### config.mk
export PLATFORM = sky130hd
export DESIGN_NAME = bpio_port_ctrl
export DESIGN_NICKNAME = d
export VERILOG_FILES = /design/src/hw/bpio_port_ctrl.v
export VERILOG_INCLUDE_DIRS = /design/src /design/src/hw
export SDC_FILE = /design/constraint.sdc
export NUM_CORES = 1
export LEC_CHECK = 0
export BUFFER_PORTS_ARGS = -buffer_cell sky130_fd_sc_hd__buf_4
export CORE_UTILIZATION = 49
export DETAILED_ROUTE_END_ITERATION = 16
export PLACE_DENSITY_LB_ADDON = 0.1
export SYNTH_ARGS = -nofsm -noshare
export SYNTH_HDL_FRONTEND = slang
export SYNTH_SLANG_ARGS = --single-unit
### constraint.sdc
create_clock -name core_clk_i -period 2.8 [get_ports core_clk_i]
set_input_delay 0.14 -clock core_clk_i [delete_from_list [all_inputs] [get_ports core_clk_i]]
set_output_delay 0.14 -clock core_clk_i [all_outputs]
set_load 0.02 [all_outputs]
### src/hw/bpio_regs.vh
// Register map, field layout and reset codes of the bus port block.
// Assumes a byte-addressed Avalon-MM slave with 32-bit data words.
// Summary of operation
// - External accesses are 8 or 16 bits wide; the low-byte strobe and address bit 0 mark the width.
// - Strobe and address bit 0 both high only for internal RAM accesses.
// - Misaligned RAM word on a wide bus puts the addressed byte low, the next byte high.
// - Special peripheral mode removes the first sixteen bus registers from the map.
// - Any expanded mode removes both address/data port registers from the map.
// - Expanded mode with emulate bit removes control port registers; peripheral too.
// - High port carries address/data 15..8, otherwise general-purpose I/O; the logic drives only write data 15..8, never bus_addr_i.
// - Low port carries address/data 7..0, otherwise general-purpose I/O; the logic drives only write data 7..0, never bus_addr_i.
// - Direction bit 1 drives the pin; 0 makes it a high-impedance input.
// - Data and direction registers are accessible anytime while mapped.
// - Control port pins carry bus signals or I/O, chosen per pin.
// - One bit enables pullups on control input pins 7 and 3..0, never 6..4; pin 1 always pulled up.
// - Interrupt pins are never outputs and always readable.
// - Alternate function selected overrides the direction bit.
// - Function select resets by mode; normal single-chip gives all I/O.
// - Special single-chip reset enables only the bus clock output.
// - Normal expanded boots externally; read/write needed only for writable memory.
// - Function select readable anytime while mapped; write rights per bit.
// - Normal expanded reset enables only the bus clock pin function.
// - Special expanded enables pipe, clock, read/write, strobe; peripheral hides select.
`ifndef BPIO_REGS_VH
`define BPIO_REGS_VH

// ==========================================================
// Register byte offsets
`define BPIO_OFS_HI_DATA 8'h00
`define BPIO_OFS_LO_DATA 8'h04
`define BPIO_OFS_HI_DIR 8'h08
`define BPIO_OFS_LO_DIR 8'h0c
`define BPIO_OFS_CP_DATA 8'h20
`define BPIO_OFS_CP_DIR 8'h24
`define BPIO_OFS_FSEL 8'h28
`define BPIO_OFS_PULL 8'h2c
`define BPIO_BUS_WIN_END 8'h40

// ==========================================================
// Operating modes
`define BPIO_MODE_SSC 3'h0
`define BPIO_MODE_SEN 3'h1
`define BPIO_MODE_PERI 3'h2
`define BPIO_MODE_SEW 3'h3
`define BPIO_MODE_NSC 3'h4
`define BPIO_MODE_NEN 3'h5
`define BPIO_MODE_NEW 3'h7

// ==========================================================
// Function select fields and control pin numbers
`define BPIO_FS_NO_DBE 7
`define BPIO_FS_PIPE 5
`define BPIO_FS_NO_BUS_CLOCK_OUT 4
`define BPIO_FS_STRB 3
`define BPIO_FS_RDWR 2
`define BPIO_FS_WMASK 8'hbc
`define BPIO_FS_RST_NSC 8'h90
`define BPIO_FS_RST_SSC 8'h80
`define BPIO_FS_RST_NEX 8'h80
`define BPIO_FS_RST_SEX 8'hac
`define BPIO_FS_RST_PERI 8'h90
`define BPIO_CP_DIR_MASK 8'hfc
`define BPIO_PULL_SEL 8'h8f
`define BPIO_PULL_ALWAYS 8'h02
`define BPIO_REG_RST 8'h00

`endif

### src/hw/bpio_port_ctrl.v
// Bus port control: address/data ports, control port and its function select.
// Assumes one clock, synchronous reset and an Avalon-MM master with waitrequest.
`timescale 1ns/1ps
`include "bpio_regs.vh"

module bpio_port_ctrl
(
   input wire core_clk_i,
   input wire rst_i,
   input wire [2:0] mode_i,
   input wire emulate_control_port_i,
   input wire [7:0] avs_address_i,
   input wire avs_read_i,
   input wire avs_write_i,
   input wire [31:0] avs_writedata_i,
   input wire [3:0] avs_byteenable_i,
   output reg [31:0] avs_readdata_o,
   output wire avs_waitrequest_o,
   output reg ext_req_o,
   output reg ext_we_o,
   output reg [7:0] ext_addr_o,
   output reg [7:0] ext_wdata_o,
   input wire [7:0] ext_rdata_i,
   input wire acc_valid_i,
   input wire acc_addr0_i,
   input wire acc_word_i,
   input wire acc_write_i,
   input wire acc_ram_i,
   input wire [15:0] acc_wdata_i,
   input wire bus_wide_i,
   input wire [15:0] bus_addr_i,
   input wire [1:0] pipe_status_i,
   input wire bus_clock_i,
   input wire data_bus_enable_n_i,
   output reg bus_a0_o,
   output reg [1:0] bus_type_o,
   input wire [7:0] high_port_pins_i,
   output wire [7:0] high_port_pins_o,
   output wire [7:0] high_port_pins_oe_o,
   input wire [7:0] low_port_pins_i,
   output wire [7:0] low_port_pins_o,
   output wire [7:0] low_port_pins_oe_o,
   input wire [7:0] control_pins_i,
   output wire [7:0] control_pins_o,
   output wire [7:0] control_pins_oe_o,
   output wire [7:0] control_pullup_o
);

// ==========================================================
// Mode decoding
function is_expanded;
   input [2:0] m;
   begin
      is_expanded = (m == `BPIO_MODE_SEN) || (m == `BPIO_MODE_SEW) ||
                    (m == `BPIO_MODE_NEN) || (m == `BPIO_MODE_NEW);
   end
endfunction

function is_special;
   input [2:0] m;
   begin
      is_special = ~m[2];
   end
endfunction

function is_single;
   input [2:0] m;
   begin
      is_single = (m == `BPIO_MODE_SSC) || (m == `BPIO_MODE_NSC);
   end
endfunction

function [7:0] fsel_reset;
   input [2:0] m;
   begin
      case (m)
         `BPIO_MODE_NSC: fsel_reset = `BPIO_FS_RST_NSC;
         `BPIO_MODE_SSC: fsel_reset = `BPIO_FS_RST_SSC;
         `BPIO_MODE_NEN, `BPIO_MODE_NEW: fsel_reset = `BPIO_FS_RST_NEX;
         `BPIO_MODE_SEN, `BPIO_MODE_SEW: fsel_reset = `BPIO_FS_RST_SEX;
         default: fsel_reset = `BPIO_FS_RST_PERI;
      endcase
   end
endfunction

reg [2:0] mode_reg;
reg [7:0] hi_data_reg;
reg [7:0] hi_dir_reg;
reg [7:0] lo_data_reg;
reg [7:0] lo_dir_reg;
reg [7:0] cp_data_reg;
reg [7:0] cp_dir_reg;
reg [7:0] fsel_reg;
reg [7:0] fsel_wr_reg;
reg pull_reg;
reg done_reg;
reg bus_strobe_n_reg;
reg bus_rw_reg;
reg bus_drive_reg;
reg [15:0] bus_wdata_reg;

wire expanded = is_expanded(mode_reg);
wire special = is_special(mode_reg);
wire peri = (mode_reg == `BPIO_MODE_PERI);
wire single = is_single(mode_reg);

// ==========================================================
// Address decode and map presence
wire req = avs_read_i | avs_write_i;
wire [7:0] a = avs_address_i;
wire in_bus_win = (a < `BPIO_BUS_WIN_END);
wire hit_hi = (a == `BPIO_OFS_HI_DATA) || (a == `BPIO_OFS_HI_DIR);
wire hit_lo = (a == `BPIO_OFS_LO_DATA) || (a == `BPIO_OFS_LO_DIR);
wire hit_cpd = (a == `BPIO_OFS_CP_DATA);
wire hit_cpr = (a == `BPIO_OFS_CP_DIR);
wire hit_fs = (a == `BPIO_OFS_FSEL);
wire hit_pu = (a == `BPIO_OFS_PULL);

wire gone_ab = expanded & (hit_hi | hit_lo);
wire gone_cpd = hit_cpd & ((expanded & emulate_control_port_i) | peri);
wire gone_cpr = hit_cpr & expanded & emulate_control_port_i;
wire gone_win = peri & in_bus_win;
wire removed = gone_ab | gone_cpd | gone_cpr | gone_win;

wire take = req & done_reg;
wire ext_wait = removed & ~ext_req_o;
wire wr_ok = take & avs_write_i & avs_byteenable_i[0] & ~removed;
wire [7:0] wd = avs_writedata_i[7:0];

assign avs_waitrequest_o = req & ~done_reg;

// ==========================================================
// Pin read values
wire [7:0] cp_dir_eff;
wire [7:0] cp_alt;
reg [7:0] rd_val;

always @*
begin
   rd_val = `BPIO_REG_RST;
   case (a)
      `BPIO_OFS_HI_DATA: rd_val = (hi_data_reg & hi_dir_reg) | (high_port_pins_i & ~hi_dir_reg);
      `BPIO_OFS_LO_DATA: rd_val = (lo_data_reg & lo_dir_reg) | (low_port_pins_i & ~lo_dir_reg);
      `BPIO_OFS_HI_DIR: rd_val = hi_dir_reg;
      `BPIO_OFS_LO_DIR: rd_val = lo_dir_reg;
      `BPIO_OFS_CP_DATA: rd_val = (cp_data_reg & cp_dir_eff) | (control_pins_i & ~cp_dir_eff);
      `BPIO_OFS_CP_DIR: rd_val = cp_dir_reg;
      `BPIO_OFS_FSEL: rd_val = fsel_reg;
      `BPIO_OFS_PULL: rd_val = {7'h00, pull_reg};
      default: rd_val = `BPIO_REG_RST;
   endcase
end

// ==========================================================
// Avalon handshake, read data and external cycles
always @(posedge core_clk_i)
begin
   if (rst_i)
   begin
      done_reg <= 1'b0;
      avs_readdata_o <= 32'h0000_0000;
      ext_req_o <= 1'b0;
      ext_we_o <= 1'b0;
      ext_addr_o <= 8'h00;
      ext_wdata_o <= 8'h00;
   end
   else
   begin
      done_reg <= req & ~done_reg & ~ext_wait;
      ext_req_o <= req & ~done_reg & ext_wait;
      if (req & ~done_reg)
      begin
         ext_we_o <= avs_write_i;
         ext_addr_o <= a;
         ext_wdata_o <= wd;
      end
      if (avs_read_i & ~done_reg & ~ext_wait)
         avs_readdata_o <= {24'h000000, removed ? ext_rdata_i : rd_val};
   end
end

// ==========================================================
// Port data and direction registers
always @(posedge core_clk_i)
begin
   if (rst_i)
   begin
      mode_reg <= mode_i;
      hi_data_reg <= `BPIO_REG_RST;
      hi_dir_reg <= `BPIO_REG_RST;
      lo_data_reg <= `BPIO_REG_RST;
      lo_dir_reg <= `BPIO_REG_RST;
      cp_data_reg <= `BPIO_REG_RST;
      cp_dir_reg <= `BPIO_REG_RST;
      pull_reg <= 1'b0;
   end
   else if (wr_ok)
   begin
      case (a)
         `BPIO_OFS_HI_DATA: hi_data_reg <= wd;
         `BPIO_OFS_HI_DIR: hi_dir_reg <= wd;
         `BPIO_OFS_LO_DATA: lo_data_reg <= wd;
         `BPIO_OFS_LO_DIR: lo_dir_reg <= wd;
         `BPIO_OFS_CP_DATA: cp_data_reg <= wd;
         `BPIO_OFS_CP_DIR: cp_dir_reg <= wd & `BPIO_CP_DIR_MASK;
         `BPIO_OFS_PULL: pull_reg <= wd[0];
         default: pull_reg <= pull_reg;
      endcase
   end
end

// ==========================================================
// Function select with per-bit write rights
wire [7:0] fs_wmask = `BPIO_FS_WMASK;
wire [7:0] fs_rst = fsel_reset(mode_i);
wire [7:0] fs_hit;
wire [7:0] fs_load;
genvar g;
generate
   for (g = 0; g < 8; g = g + 1)
   begin : g_fsel
      wire lock = (g == `BPIO_FS_NO_BUS_CLOCK_OUT) && expanded;
      wire once_ok = special ? fsel_wr_reg[g] : ~fsel_wr_reg[g];
      assign fs_hit[g] = wr_ok & hit_fs & fs_wmask[g];
      assign fs_load[g] = fs_hit[g] & once_ok & ~lock;
   end
endgenerate

always @(posedge core_clk_i)
begin
   if (rst_i)
   begin
      fsel_reg <= fs_rst;
      fsel_wr_reg <= `BPIO_REG_RST;
   end
   else
   begin
      fsel_wr_reg <= fsel_wr_reg | fs_hit;
      fsel_reg <= (fsel_reg & ~fs_load) | (wd & fs_load);
   end
end

// ==========================================================
// External bus access type and data lanes
wire word_eff = acc_word_i & bus_wide_i;
wire word_odd = word_eff & acc_addr0_i;

always @(posedge core_clk_i)
begin
   if (rst_i)
   begin
      bus_strobe_n_reg <= 1'b1;
      bus_rw_reg <= 1'b1;
      bus_a0_o <= 1'b0;
      bus_drive_reg <= 1'b0;
      bus_wdata_reg <= 16'h0000;
      bus_type_o <= 2'h0;
   end
   else if (acc_valid_i)
   begin
      bus_strobe_n_reg <= word_eff ? (acc_addr0_i & acc_ram_i) : ~acc_addr0_i;
      bus_rw_reg <= ~acc_write_i;
      bus_a0_o <= acc_addr0_i;
      bus_drive_reg <= acc_write_i;
      bus_type_o <= {word_eff, word_odd & acc_ram_i};
      if (word_odd & acc_ram_i)
         bus_wdata_reg <= {acc_wdata_i[7:0], acc_wdata_i[15:8]};
      else
         bus_wdata_reg <= acc_wdata_i;
   end
   else
   begin
      bus_strobe_n_reg <= 1'b1;
      bus_rw_reg <= 1'b1;
      bus_drive_reg <= 1'b0;
   end
end

// ==========================================================
// Address/data port pins
wire drive_bus = expanded & bus_drive_reg;
assign high_port_pins_o = expanded ? bus_wdata_reg[15:8] : hi_data_reg;
assign high_port_pins_oe_o = expanded ? {8{drive_bus}} : hi_dir_reg;
assign low_port_pins_o = expanded ? bus_wdata_reg[7:0] : lo_data_reg;
assign low_port_pins_oe_o = expanded ? {8{drive_bus}} : lo_dir_reg;

// ==========================================================
// Control port pin functions
wire alt_dbe = expanded & ~fsel_reg[`BPIO_FS_NO_DBE];
wire alt_pipe = ~single & fsel_reg[`BPIO_FS_PIPE];
wire alt_bus_clock_out = ~fsel_reg[`BPIO_FS_NO_BUS_CLOCK_OUT];
wire alt_strb = expanded & fsel_reg[`BPIO_FS_STRB];
wire alt_rw = ~single & fsel_reg[`BPIO_FS_RDWR];

assign cp_alt = {alt_dbe, alt_pipe, alt_pipe, alt_bus_clock_out, alt_strb, alt_rw, 2'b00};
assign cp_dir_eff = cp_dir_reg & `BPIO_CP_DIR_MASK & ~cp_alt;

wire [7:0] alt_val = {data_bus_enable_n_i, pipe_status_i, bus_clock_i,
                      bus_strobe_n_reg, bus_rw_reg, 2'b00};
wire [7:0] alt_oe = {1'b0, alt_pipe, alt_pipe, alt_bus_clock_out, alt_strb, alt_rw, 2'b00};

assign control_pins_o = (alt_val & cp_alt) | (cp_data_reg & ~cp_alt);
assign control_pins_oe_o = alt_oe | cp_dir_eff;
assign control_pullup_o = (`BPIO_PULL_SEL & {8{pull_reg}} & ~control_pins_oe_o) |
                          `BPIO_PULL_ALWAYS;

endmodule // bpio_port_ctrl

==> results of run 1 <==
## what timing repair did
item	CTS	global route
hold endpoints to repair	3	0
buffers inserted	0	0
hold buffers	3	0
## how the worst max path moves through the flow
stage / from / endpoint
final: mode_reg[1] / avs_readdata_o[0]
after floorplan: mode_reg[2] / cp_dir_reg[2]
after global routing: mode_reg[1] / avs_readdata_o[0]
after detailed placement: avs_address_i[3] / avs_readdata_o[0]
after CTS: mode_reg[1] / avs_readdata_o[0]
after global placement: avs_address_i[7] / cp_data_reg[7]
## routing by layer
layer  vias up  wire (um)
li1       2575          -
met1      2548       7530
met2       236       7760
met3        36       1340
met4         0        604
met5         -          0
## synth_stat cells (all sizes together), types with 5 or more instances
master | instances | area [um2]
o21a | 5 | 37.5
dfxtp | 102 | 2040
o21ai | 34 | 170
a21boi | 6 | 45.0
nand2 | 57 | 214
nand4 | 11 | 81.3
and3 | 5 | 31.3
a21oi | 26 | 130
a211oi | 17 | 128
nor3 | 9 | 45.0
inv | 28 | 105
nand3 | 11 | 55.1
clkbuf | 39 | 146
buf | 40 | 279
nand2b | 8 | 50.1
a31oi | 5 | 31.3
mux2 | 25 | 282
edfxtp | 7 | 210
mux2i | 69 | 691
nor2 | 97 | 367
## final cells by class
type                    count  share of cell area (%)
clock inverters             5                   0.536
multi-input cells         485                    42.3
repair buffers            177                    18.5
clock buffers              11                    3.51
inverters                  30                    1.56
well taps                 143                    2.47
flip-flops and latches    109                    31.1
## through the flow
step / power, mW / area [um2] / setup WS (ps) / hold WS (ps) / util, %
6_report: 3.53 / 7230 / 282 / 15.5 / 63.3
5_1_grt: 3.68 / 7230 / 202 / 6.56 / 63.3
4_1_cts: 3.55 / 7230 / 341 / 4.32 / 63.3
3_5_place_dp: 2.29 / 6910 / 286 / 352 / 60.5
3_3_place_gp: 2.29 / 6910 / 382 / 350 / 60.5
2_1_floorplan: 2.05 / 5850 / 524 / 239 / -
## critical path: cells and delay by family, from the launching register on
kind / cells / cell delay (ps)
DFF: 1 / 430
and+or+nand+nor: 3 / 1230
AOI/OAI and AO/OA: 2 / 760
## kinds of logic (layout without fill, tap and decap cells)
group           count (synthesis)  after routing  share of synthesized area [%]
mux                            95             95                           17.3
compound gates                130            130                           14.8
simple gates                  225            225                           18.4
flops                         109            109                           39.2
buf+inv                       109            223                           9.36
xor+xnor                        5              5                          0.762
other cells                     2             30                          0.131
## power by group
group / switching (mW) / internal, mW / total, mW / leakage, nW
logic: 0.363 / 0.248 / 0.612 / 2.24
registers: 0.0332 / 1.62 / 1.65 / 0.899
clock network: 0.596 / 0.666 / 1.26 / 0.138
==> impl_metrics.prom, run 1 <==
# TYPE chip_impl_metric gauge
chip_impl_metric{name="syn-mean-instance-area",unit="um2"} 8.51
chip_impl_info{name="crit_type",value="register to register"} 1
chip_impl_info{name="worstSetupStartpointType",value="register"} 1
chip_impl_metric{name="die_area",unit="um2"} 12200
chip_impl_info{name="holdCritStartpoint",value="acc_write_i"} 1
chip_impl_metric{name="fillCellCount",unit=""} 981
chip_impl_metric{name="total_leakage_power",unit="nW"} 3.28
chip_impl_metric{name="die_width",unit="um"} 110
chip_impl_metric{name="routed-via-count",unit=""} 5395
chip_impl_info{name="commonest_cells_after_routing_fill_and_taps_aside",value="buf_4 (174), dfxtp_1 (102), nor2_1 (96)"} 1
chip_impl_metric{name="final_antenna_net_count",unit=""} 0
chip_impl_info{name="cts_tree",value="yes"} 1
chip_impl_metric{name="hpwlAfterDp",unit="um"} 12700
chip_impl_metric{name="wire_per_inst",unit="um"} 18.0
chip_impl_metric{name="core_region_area",unit="um2"} 11400
chip_impl_metric{name="wl",unit="um"} 17200
chip_impl_metric{name="timing.reg2reg.worst_path_depth",unit=""} 5
chip_impl_info{name="hold_path_class",value="input port to register"} 1
chip_impl_metric{name="drc",unit=""} 0
chip_impl_metric{name="max-slew-margin-rel",unit="%"} 21.7
chip_impl_metric{name="port-buffer-count",unit=""} 162
chip_impl_metric{name="timing_hold_violations_final",unit=""} 0
chip_impl_metric{name="clock_sink_total",unit=""} 109
chip_impl_metric{name="first_global_vias",unit=""} 4897
chip_impl_metric{name="postCtsResizedCells",unit=""} 0
chip_impl_metric{name="number_of_inserted_diodes",unit=""} 0
chip_impl_metric{name="netlist-cell-type-count",unit=""} 62
chip_impl_metric{name="worst_ir_drop_vdd",unit="V"} 0.000337
chip_impl_metric{name="grtUsageMet2",unit="%"} 45.3
chip_impl_metric{name="overflow",unit=""} 0
chip_impl_info{name="end_kind",value="register"} 1
chip_impl_info{name="critical_path.cell_chain",value="or4b_2, nor2_2, nor3_1, o21ai_0, a311oi_1"} 1
chip_impl_metric{name="postSynth.asyncResetShare",unit="%"} 0
chip_impl_info{name="worst_r2r_endpoint",value="avs_readdata_o[0]"} 1
chip_impl_info{name="cts_root_buffer",value="clkbuf_16"} 1
chip_impl_metric{name="grt_usage",unit="%"} 28.7
chip_impl_metric{name="setup_total_negative_slack",unit="ps"} 0
chip_impl_metric{name="dpl.cell_count",unit=""} 941
chip_impl_metric{name="synth_area",unit="um2"} 5750
chip_impl_metric{name="post_route_cells_drive_above_1_share",unit="%"} 27.5
chip_impl_metric{name="critPathArrivalTime",unit="ps"} 2770
chip_impl_metric{name="drt-initial-drc-count",unit=""} 386
chip_impl_metric{name="final_cell_count_no_fill",unit=""} 960
chip_impl_metric{name="rows",unit=""} 39
chip_impl_metric{name="detailedRoute.firstPassIterationCount",unit=""} 6
chip_impl_metric{name="achievable-frequency",unit="MHz"} 397
chip_impl_metric{name="sequential_cell_area",unit="um2"} 2250
chip_impl_metric{name="netlist_instances",unit=""} 675
chip_impl_metric{name="largest_register_ff_count",unit=""} 16
chip_impl_metric{name="setup_viol",unit=""} 0
chip_impl_metric{name="die_height",unit="um"} 110
chip_impl_metric{name="antenna_found_initial",unit=""} 0
chip_impl_metric{name="multi_input_area",unit="um2"} 3060
chip_impl_metric{name="setup.reg_to_reg.worst_slack",unit="ps"} 280
chip_impl_metric{name="area_growth",unit="%"} 25.9
chip_impl_metric{name="floorplan.initialDensity",unit="%"} 50.3
chip_impl_metric{name="yosys_register_bits",unit=""} 109
chip_impl_metric{name="seq_total_area_yosys",unit="%"} 39.2
chip_impl_metric{name="pwrdens",unit="nW/um2"} 488
chip_impl_metric{name="synth_edf_count",unit=""} 7
chip_impl_metric{name="period_share",unit="%"} 89.9
chip_impl_metric{name="timing_max_transition_violations_final",unit=""} 0
chip_impl_metric{name="cts_buffer_depth",unit=""} 2
chip_impl_metric{name="cts_buf_count",unit=""} 9
chip_impl_metric{name="finalWeightedCongestion",unit=""} 0.931
chip_impl_metric{name="timing.critical_path.required",unit="ps"} 3050
chip_impl_info{name="min_to",value="bus_drive_reg"} 1
chip_impl_info{name="grt.busiest_layer",value="met2"} 1
chip_impl_metric{name="finalClockSkew",unit="ps"} 6.38
chip_impl_metric{name="via_per_inst",unit=""} 5.62
chip_impl_info{name="critical_path.reg2reg.startpoint",value="mode_reg[1]"} 1
chip_impl_metric{name="maximum_number_of_pins_on_one_net_before_global_route_repair",unit=""} 61
chip_impl_metric{name="count_of_yosys_warnings_during_synthesis",unit=""} 0
chip_impl_info{name="run_status",value="complete, no violations"} 1
chip_impl_metric{name="grtUsageMet1",unit="%"} 37.0
chip_impl_info{name="crit_path_top_delay_cell",value="nor3_1"} 1
chip_impl_metric{name="grt_util_met3",unit="%"} 5.94
chip_impl_metric{name="path_clk_slew",unit="ps"} 70
chip_impl_metric{name="global_route_wire_length_before_repair",unit="um"} 25800
chip_impl_metric{name="min_clock_period_post_route",unit="ps"} 2520
chip_impl_metric{name="hold_depth",unit=""} 2
chip_impl_info{name="mostFrequentLayoutCell",value="buf_4"} 1
chip_impl_metric{name="tightestPinTransition",unit="ps"} 1170
chip_impl_metric{name="design.final.nets",unit=""} 938
chip_impl_info{name="dominant_synthesized_flop_cell",value="dfxtp_1"} 1
chip_impl_metric{name="timing.max_cap.violations",unit=""} 0
chip_impl_metric{name="top_level_ports",unit=""} 236
chip_impl_metric{name="htree_levels",unit=""} 3
chip_impl_metric{name="clock_insertion_delay_worst_skew",unit="ps"} 350
chip_impl_info{name="rsz0062_at_grt",value="no"} 1
chip_impl_metric{name="crit_path_max_incr_delay",unit="ps"} 910
chip_impl_metric{name="cp_max_fo",unit=""} 8
No activity file was read; power rests on OpenSTA's default activity.
==> run 2, diff against run 1 <==
--- a/config.mk
+++ b/config.mk
@@ -6,8 +6,9 @@
 export SDC_FILE = /design/constraint.sdc
 export NUM_CORES = 1
 export LEC_CHECK = 0
+export ABC_AREA = 1
 export BUFFER_PORTS_ARGS = -buffer_cell sky130_fd_sc_hd__buf_4
-export CORE_UTILIZATION = 49
+export CORE_UTILIZATION = 50
 export DETAILED_ROUTE_END_ITERATION = 16
 export PLACE_DENSITY_LB_ADDON = 0.1
 export SYNTH_ARGS = -nofsm -noshare
==> run 2 against run 1 <==
  * Cell area up 7.7%
  * Worst setup slack better by 150 ps
  * Die area up 6.1%
  * Critical path depth up 6
  * Flip-flop and latch count unchanged
  * Critical path type unchanged
  * Critical endpoint is now lo_data_reg[6]
  * Total power up 5.5%
  * Count of clock-buffer cells in the layout up 1
  * Synthesized cell count up 49%
==> impl_metrics.prom, run 2 <==
# TYPE chip_impl_metric gauge
chip_impl_info{name="run_status",value="complete, no violations"} 1
chip_impl_metric{name="count_of_yosys_warnings_during_synthesis",unit=""} 0
chip_impl_metric{name="grtUsageMet2",unit="%"} 42.8
chip_impl_metric{name="wl",unit="um"} 18200
chip_impl_metric{name="synth_area",unit="um2"} 6230
chip_impl_metric{name="yosys_register_bits",unit=""} 109
chip_impl_metric{name="die_height",unit="um"} 114
chip_impl_metric{name="number_of_inserted_diodes",unit=""} 0
chip_impl_metric{name="crit_path_max_incr_delay",unit="ps"} 520
chip_impl_info{name="grt.busiest_layer",value="met2"} 1
chip_impl_info{name="dominant_combinational_cell_family_by_area_after_synthesis",value="simple AND/OR/NAND/NOR gates"} 1
chip_impl_metric{name="setup_viol",unit=""} 0
chip_impl_metric{name="design.final.nets",unit=""} 1275
chip_impl_metric{name="post_synthesis_compound_gate_area_fraction",unit="%"} 11.4
chip_impl_metric{name="post_route_cells_drive_above_1_share",unit="%"} 18.4
chip_impl_metric{name="top_level_ports",unit=""} 236
chip_impl_metric{name="area_growth",unit="%"} 25.0
chip_impl_info{name="critical_path.reg2reg.startpoint",value="mode_reg[0]"} 1
chip_impl_metric{name="finalWeightedCongestion",unit=""} 0.898
chip_impl_metric{name="cts_buffer_depth",unit=""} 2
chip_impl_info{name="post-synth-top-count-cell",value="nand2_1"} 1
chip_impl_metric{name="antenna_found_initial",unit=""} 0
chip_impl_metric{name="timing.max_cap.violations",unit=""} 0
chip_impl_info{name="end_kind",value="register"} 1
chip_impl_metric{name="fillCellCount",unit=""} 1192
chip_impl_metric{name="port-buffer-count",unit=""} 162
chip_impl_info{name="cts_root_buffer",value="clkbuf_16"} 1
chip_impl_info{name="yosys-top-cells-count",value="nand2_1 (299), inv_1 (158), nor2_1 (103)"} 1
chip_impl_metric{name="overflow",unit=""} 0
chip_impl_metric{name="grt_usage",unit="%"} 28.4
chip_impl_metric{name="hold_ws",unit="ps"} 51.2
chip_impl_info{name="dominant_synthesized_flop_cell",value="dfxtp_1"} 1
chip_impl_info{name="mostFrequentLayoutCell",value="nand2_1"} 1
chip_impl_metric{name="die_width",unit="um"} 114
chip_impl_info{name="holdCritStartpoint",value="avs_writedata_i[7]"} 1
chip_impl_info{name="hold_path_class",value="input port to register"} 1
chip_impl_metric{name="total_leakage_power",unit="nW"} 4.01
chip_impl_metric{name="timing_hold_violations_final",unit=""} 0
chip_impl_metric{name="clock_sink_total",unit=""} 109
chip_impl_metric{name="core_region_area",unit="um2"} 12100
chip_impl_metric{name="htree_levels",unit=""} 3
chip_impl_metric{name="timing_max_transition_violations_final",unit=""} 0
chip_impl_metric{name="final_antenna_net_count",unit=""} 0
chip_impl_metric{name="finalClockSkew",unit="ps"} 8.71
chip_impl_metric{name="die_area",unit="um2"} 12900
chip_impl_info{name="synthDominantAreaCellType",value="dfxtp_1"} 1
chip_impl_metric{name="drt-initial-drc-count",unit=""} 536
chip_impl_metric{name="synth_mux_area_share",unit="%"} 0
chip_impl_metric{name="detailedRoute.firstPassIterationCount",unit=""} 6
chip_impl_metric{name="first_global_vias",unit=""} 5742
chip_impl_metric{name="min_clock_period_post_route",unit="ps"} 2370
chip_impl_metric{name="area_share_of_the_leading_cell_type_in_the_synthesized_netlist",unit="%"} 32.8
chip_impl_metric{name="synth_edf_count",unit=""} 7
chip_impl_metric{name="setup_total_negative_slack",unit="ps"} 0
chip_impl_metric{name="pre_cts_setup_slack",unit="ps"} 206
chip_impl_metric{name="tightestPinTransition",unit="ps"} 877
chip_impl_metric{name="routed-via-count",unit=""} 6391
chip_impl_metric{name="drc",unit=""} 0
chip_impl_metric{name="cts_buf_count",unit=""} 9
chip_impl_metric{name="clock_insertion_delay_worst_skew",unit="ps"} 360
chip_impl_metric{name="netlist-cell-type-count",unit=""} 28
chip_impl_metric{name="netlist_instances",unit=""} 1008
chip_impl_metric{name="critPathArrivalTime",unit="ps"} 2640
chip_impl_metric{name="wire_per_inst",unit="um"} 13.7
chip_impl_metric{name="timing.critical_path.required",unit="ps"} 3080
chip_impl_info{name="cpLargestDelayFamily",value="simple AND/OR/NAND/NOR gates"} 1
chip_impl_metric{name="global_route_wire_length_before_repair",unit="um"} 28500
chip_impl_metric{name="largest_register_ff_count",unit=""} 16
chip_impl_info{name="critical_path.cell_chain",value="inv_1, nand3_1, nand2_1, nand2_2, nand4_4, nor2_4, buf_4, nand2_2, nand2_1, inv_1, nor2_1"} 1
chip_impl_metric{name="max-slew-margin-rel",unit="%"} 41.5
chip_impl_metric{name="finalWorstSetupSlack",unit="ps"} 433
chip_impl_info{name="worstSetupStartpointType",value="register"} 1
chip_impl_metric{name="period_share",unit="%"} 84.5
chip_impl_metric{name="maximum_number_of_pins_on_one_net_before_global_route_repair",unit=""} 63
chip_impl_metric{name="pwrdens",unit="nW/um2"} 478
chip_impl_metric{name="synthSimpleGateAreaFrac",unit="%"} 35.2
chip_impl_metric{name="cp_max_fo",unit=""} 21
chip_impl_info{name="cts_tree",value="yes"} 1
chip_impl_metric{name="grtUsageMet1",unit="%"} 40.1
chip_impl_metric{name="synth_adder_area_share",unit="%"} 0
chip_impl_metric{name="floorplan.initialDensity",unit="%"} 51.6
chip_impl_metric{name="synth_xor_area_share",unit="%"} 0.562
chip_impl_info{name="setup.worst_path.start",value="mode_reg[0]"} 1
chip_impl_metric{name="syn-mean-instance-area",unit="um2"} 6.18
chip_impl_metric{name="finish.utilization",unit="%"} 64.6
chip_impl_metric{name="worst_ir_drop_vdd",unit="V"} 0.000300
chip_impl_info{name="crit_type",value="register to register"} 1
chip_impl_metric{name="hpwlAfterDp",unit="um"} 13100
chip_impl_metric{name="path_clk_slew",unit="ps"} 70
chip_impl_metric{name="seq_total_area_yosys",unit="%"} 36.2
chip_impl_metric{name="rows",unit=""} 40
chip_impl_metric{name="postSynth.asyncResetShare",unit="%"} 0
chip_impl_metric{name="via_per_inst",unit=""} 4.83
chip_impl_info{name="post_synth_main_area_contributors",value="dfxtp_1 (33%), nand2_1 (18%), inv_1 (9.5%), nand3_1 (7.8%), o21ai_0 (6.5%)"} 1
chip_impl_info{name="rsz0062_at_grt",value="no"} 1
chip_impl_metric{name="timing.critical_path.buf_inv",unit=""} 3
chip_impl_info{name="crit_path_top_delay_cell",value="nor2_4"} 1
chip_impl_metric{name="achievable-frequency",unit="MHz"} 423
chip_impl_metric{name="grt_util_met3",unit="%"} 5.21
chip_impl_info{name="commonest_cells_after_routing_fill_and_taps_aside",value="nand2_1 (299), buf_4 (172), inv_1 (157)"} 1
==> run 2: changes by cell type after synthesis, moves of 10 or more <==
| cell | delta |
|---|---|
| clkbuf_1 | -13 |
| o211ai_1 | +16 |
| inv_1 | +130 |
| mux2_2 | -25 |
| nand2_1 | +242 |
| nand3_1 | +86 |
| buf_2 | +10 |
| mux2i_1 | -69 |
| a211oi_1 | -17 |
| o21ai_0 | +48 |
==> run 2: final cells by class <==
type                            instances  area [um2]  share of cell area, %
Tap cell                              168         210                   2.70
Clock inverter                          4        53.8                  0.691
Multi-Input combinational cell        692        3050                   39.2
Sequential cell                       109        2250                   28.9
Timing Repair Buffer                  177        1350                   17.4
Clock buffer                           12         267                   3.42
Inverter                              160         601                   7.71
==> run 2: path summary, 6_finish.rpt <==
check / endpoint / cells past startpoint / slack (ps)
worst min register to register: fsel_wr_reg[5] / 2 / 470
worst max-delay path: lo_data_reg[6] / 11 / 430
worst min-delay path: register / 3 / 50
worst max register to register: lo_data_reg[6] / 11 / 430
==> run 2: through the flow <==
step | power, mW | instances | instance area [um2]
after floorplan | 2.12 | 1036 | 6330
after global placement | 2.37 | 1301 | 7420
after detailed placement | 2.37 | 1301 | 7420
after CTS | 3.73 | 1321 | 7780
after global routing | 3.88 | 1322 | 7790
final | 3.72 | 1322 | 7790
==> run 2: kinds of logic (layout without fill, tap and decap cells) <==
| group | after synthesis | count (layout) |
|---|---|---|
| simple gates | 525 | 526 |
| compound gates | 132 | 132 |
| flops | 109 | 109 |
| other cells | 2 | 30 |
| buf+inv | 236 | 353 |
| xor+xnor | 4 | 4 |
==> run 2: worst min-delay path: cells and delay by family <==
kind | cells | cell delay [ps]
simple gates | 2 | 150
buf+inv | 1 | 90
==> run 2: report_power, final <==
group | internal [mW] | switching, mW | total (mW) | leakage [nW]
sequential | 1.63 | 0.0375 | 1.67 | 0.901
clock | 0.772 | 0.601 | 1.37 | 0.159
combinational | 0.261 | 0.417 | 0.678 | 2.95
total | 2.67 | 1.06 | 3.72 | 4.01
==> run 2: routing by layer <==
metal / wire, um / up-vias / share of wire, %
li1: - / 3332 / -
met1: 8490 / 2778 / 47
met2: 7920 / 252 / 44
met3: 1350 / 29 / 7.5
met4: 408 / 0 / 2.2
met5: 0 / - / 0
==> run 2: repair_timing <==
item,in CTS,in global routing
hold buffers,4,0
setup endpoints to repair,0,13
setup buffers,0,0
resized for setup,0,0
hold endpoints to repair,5,0
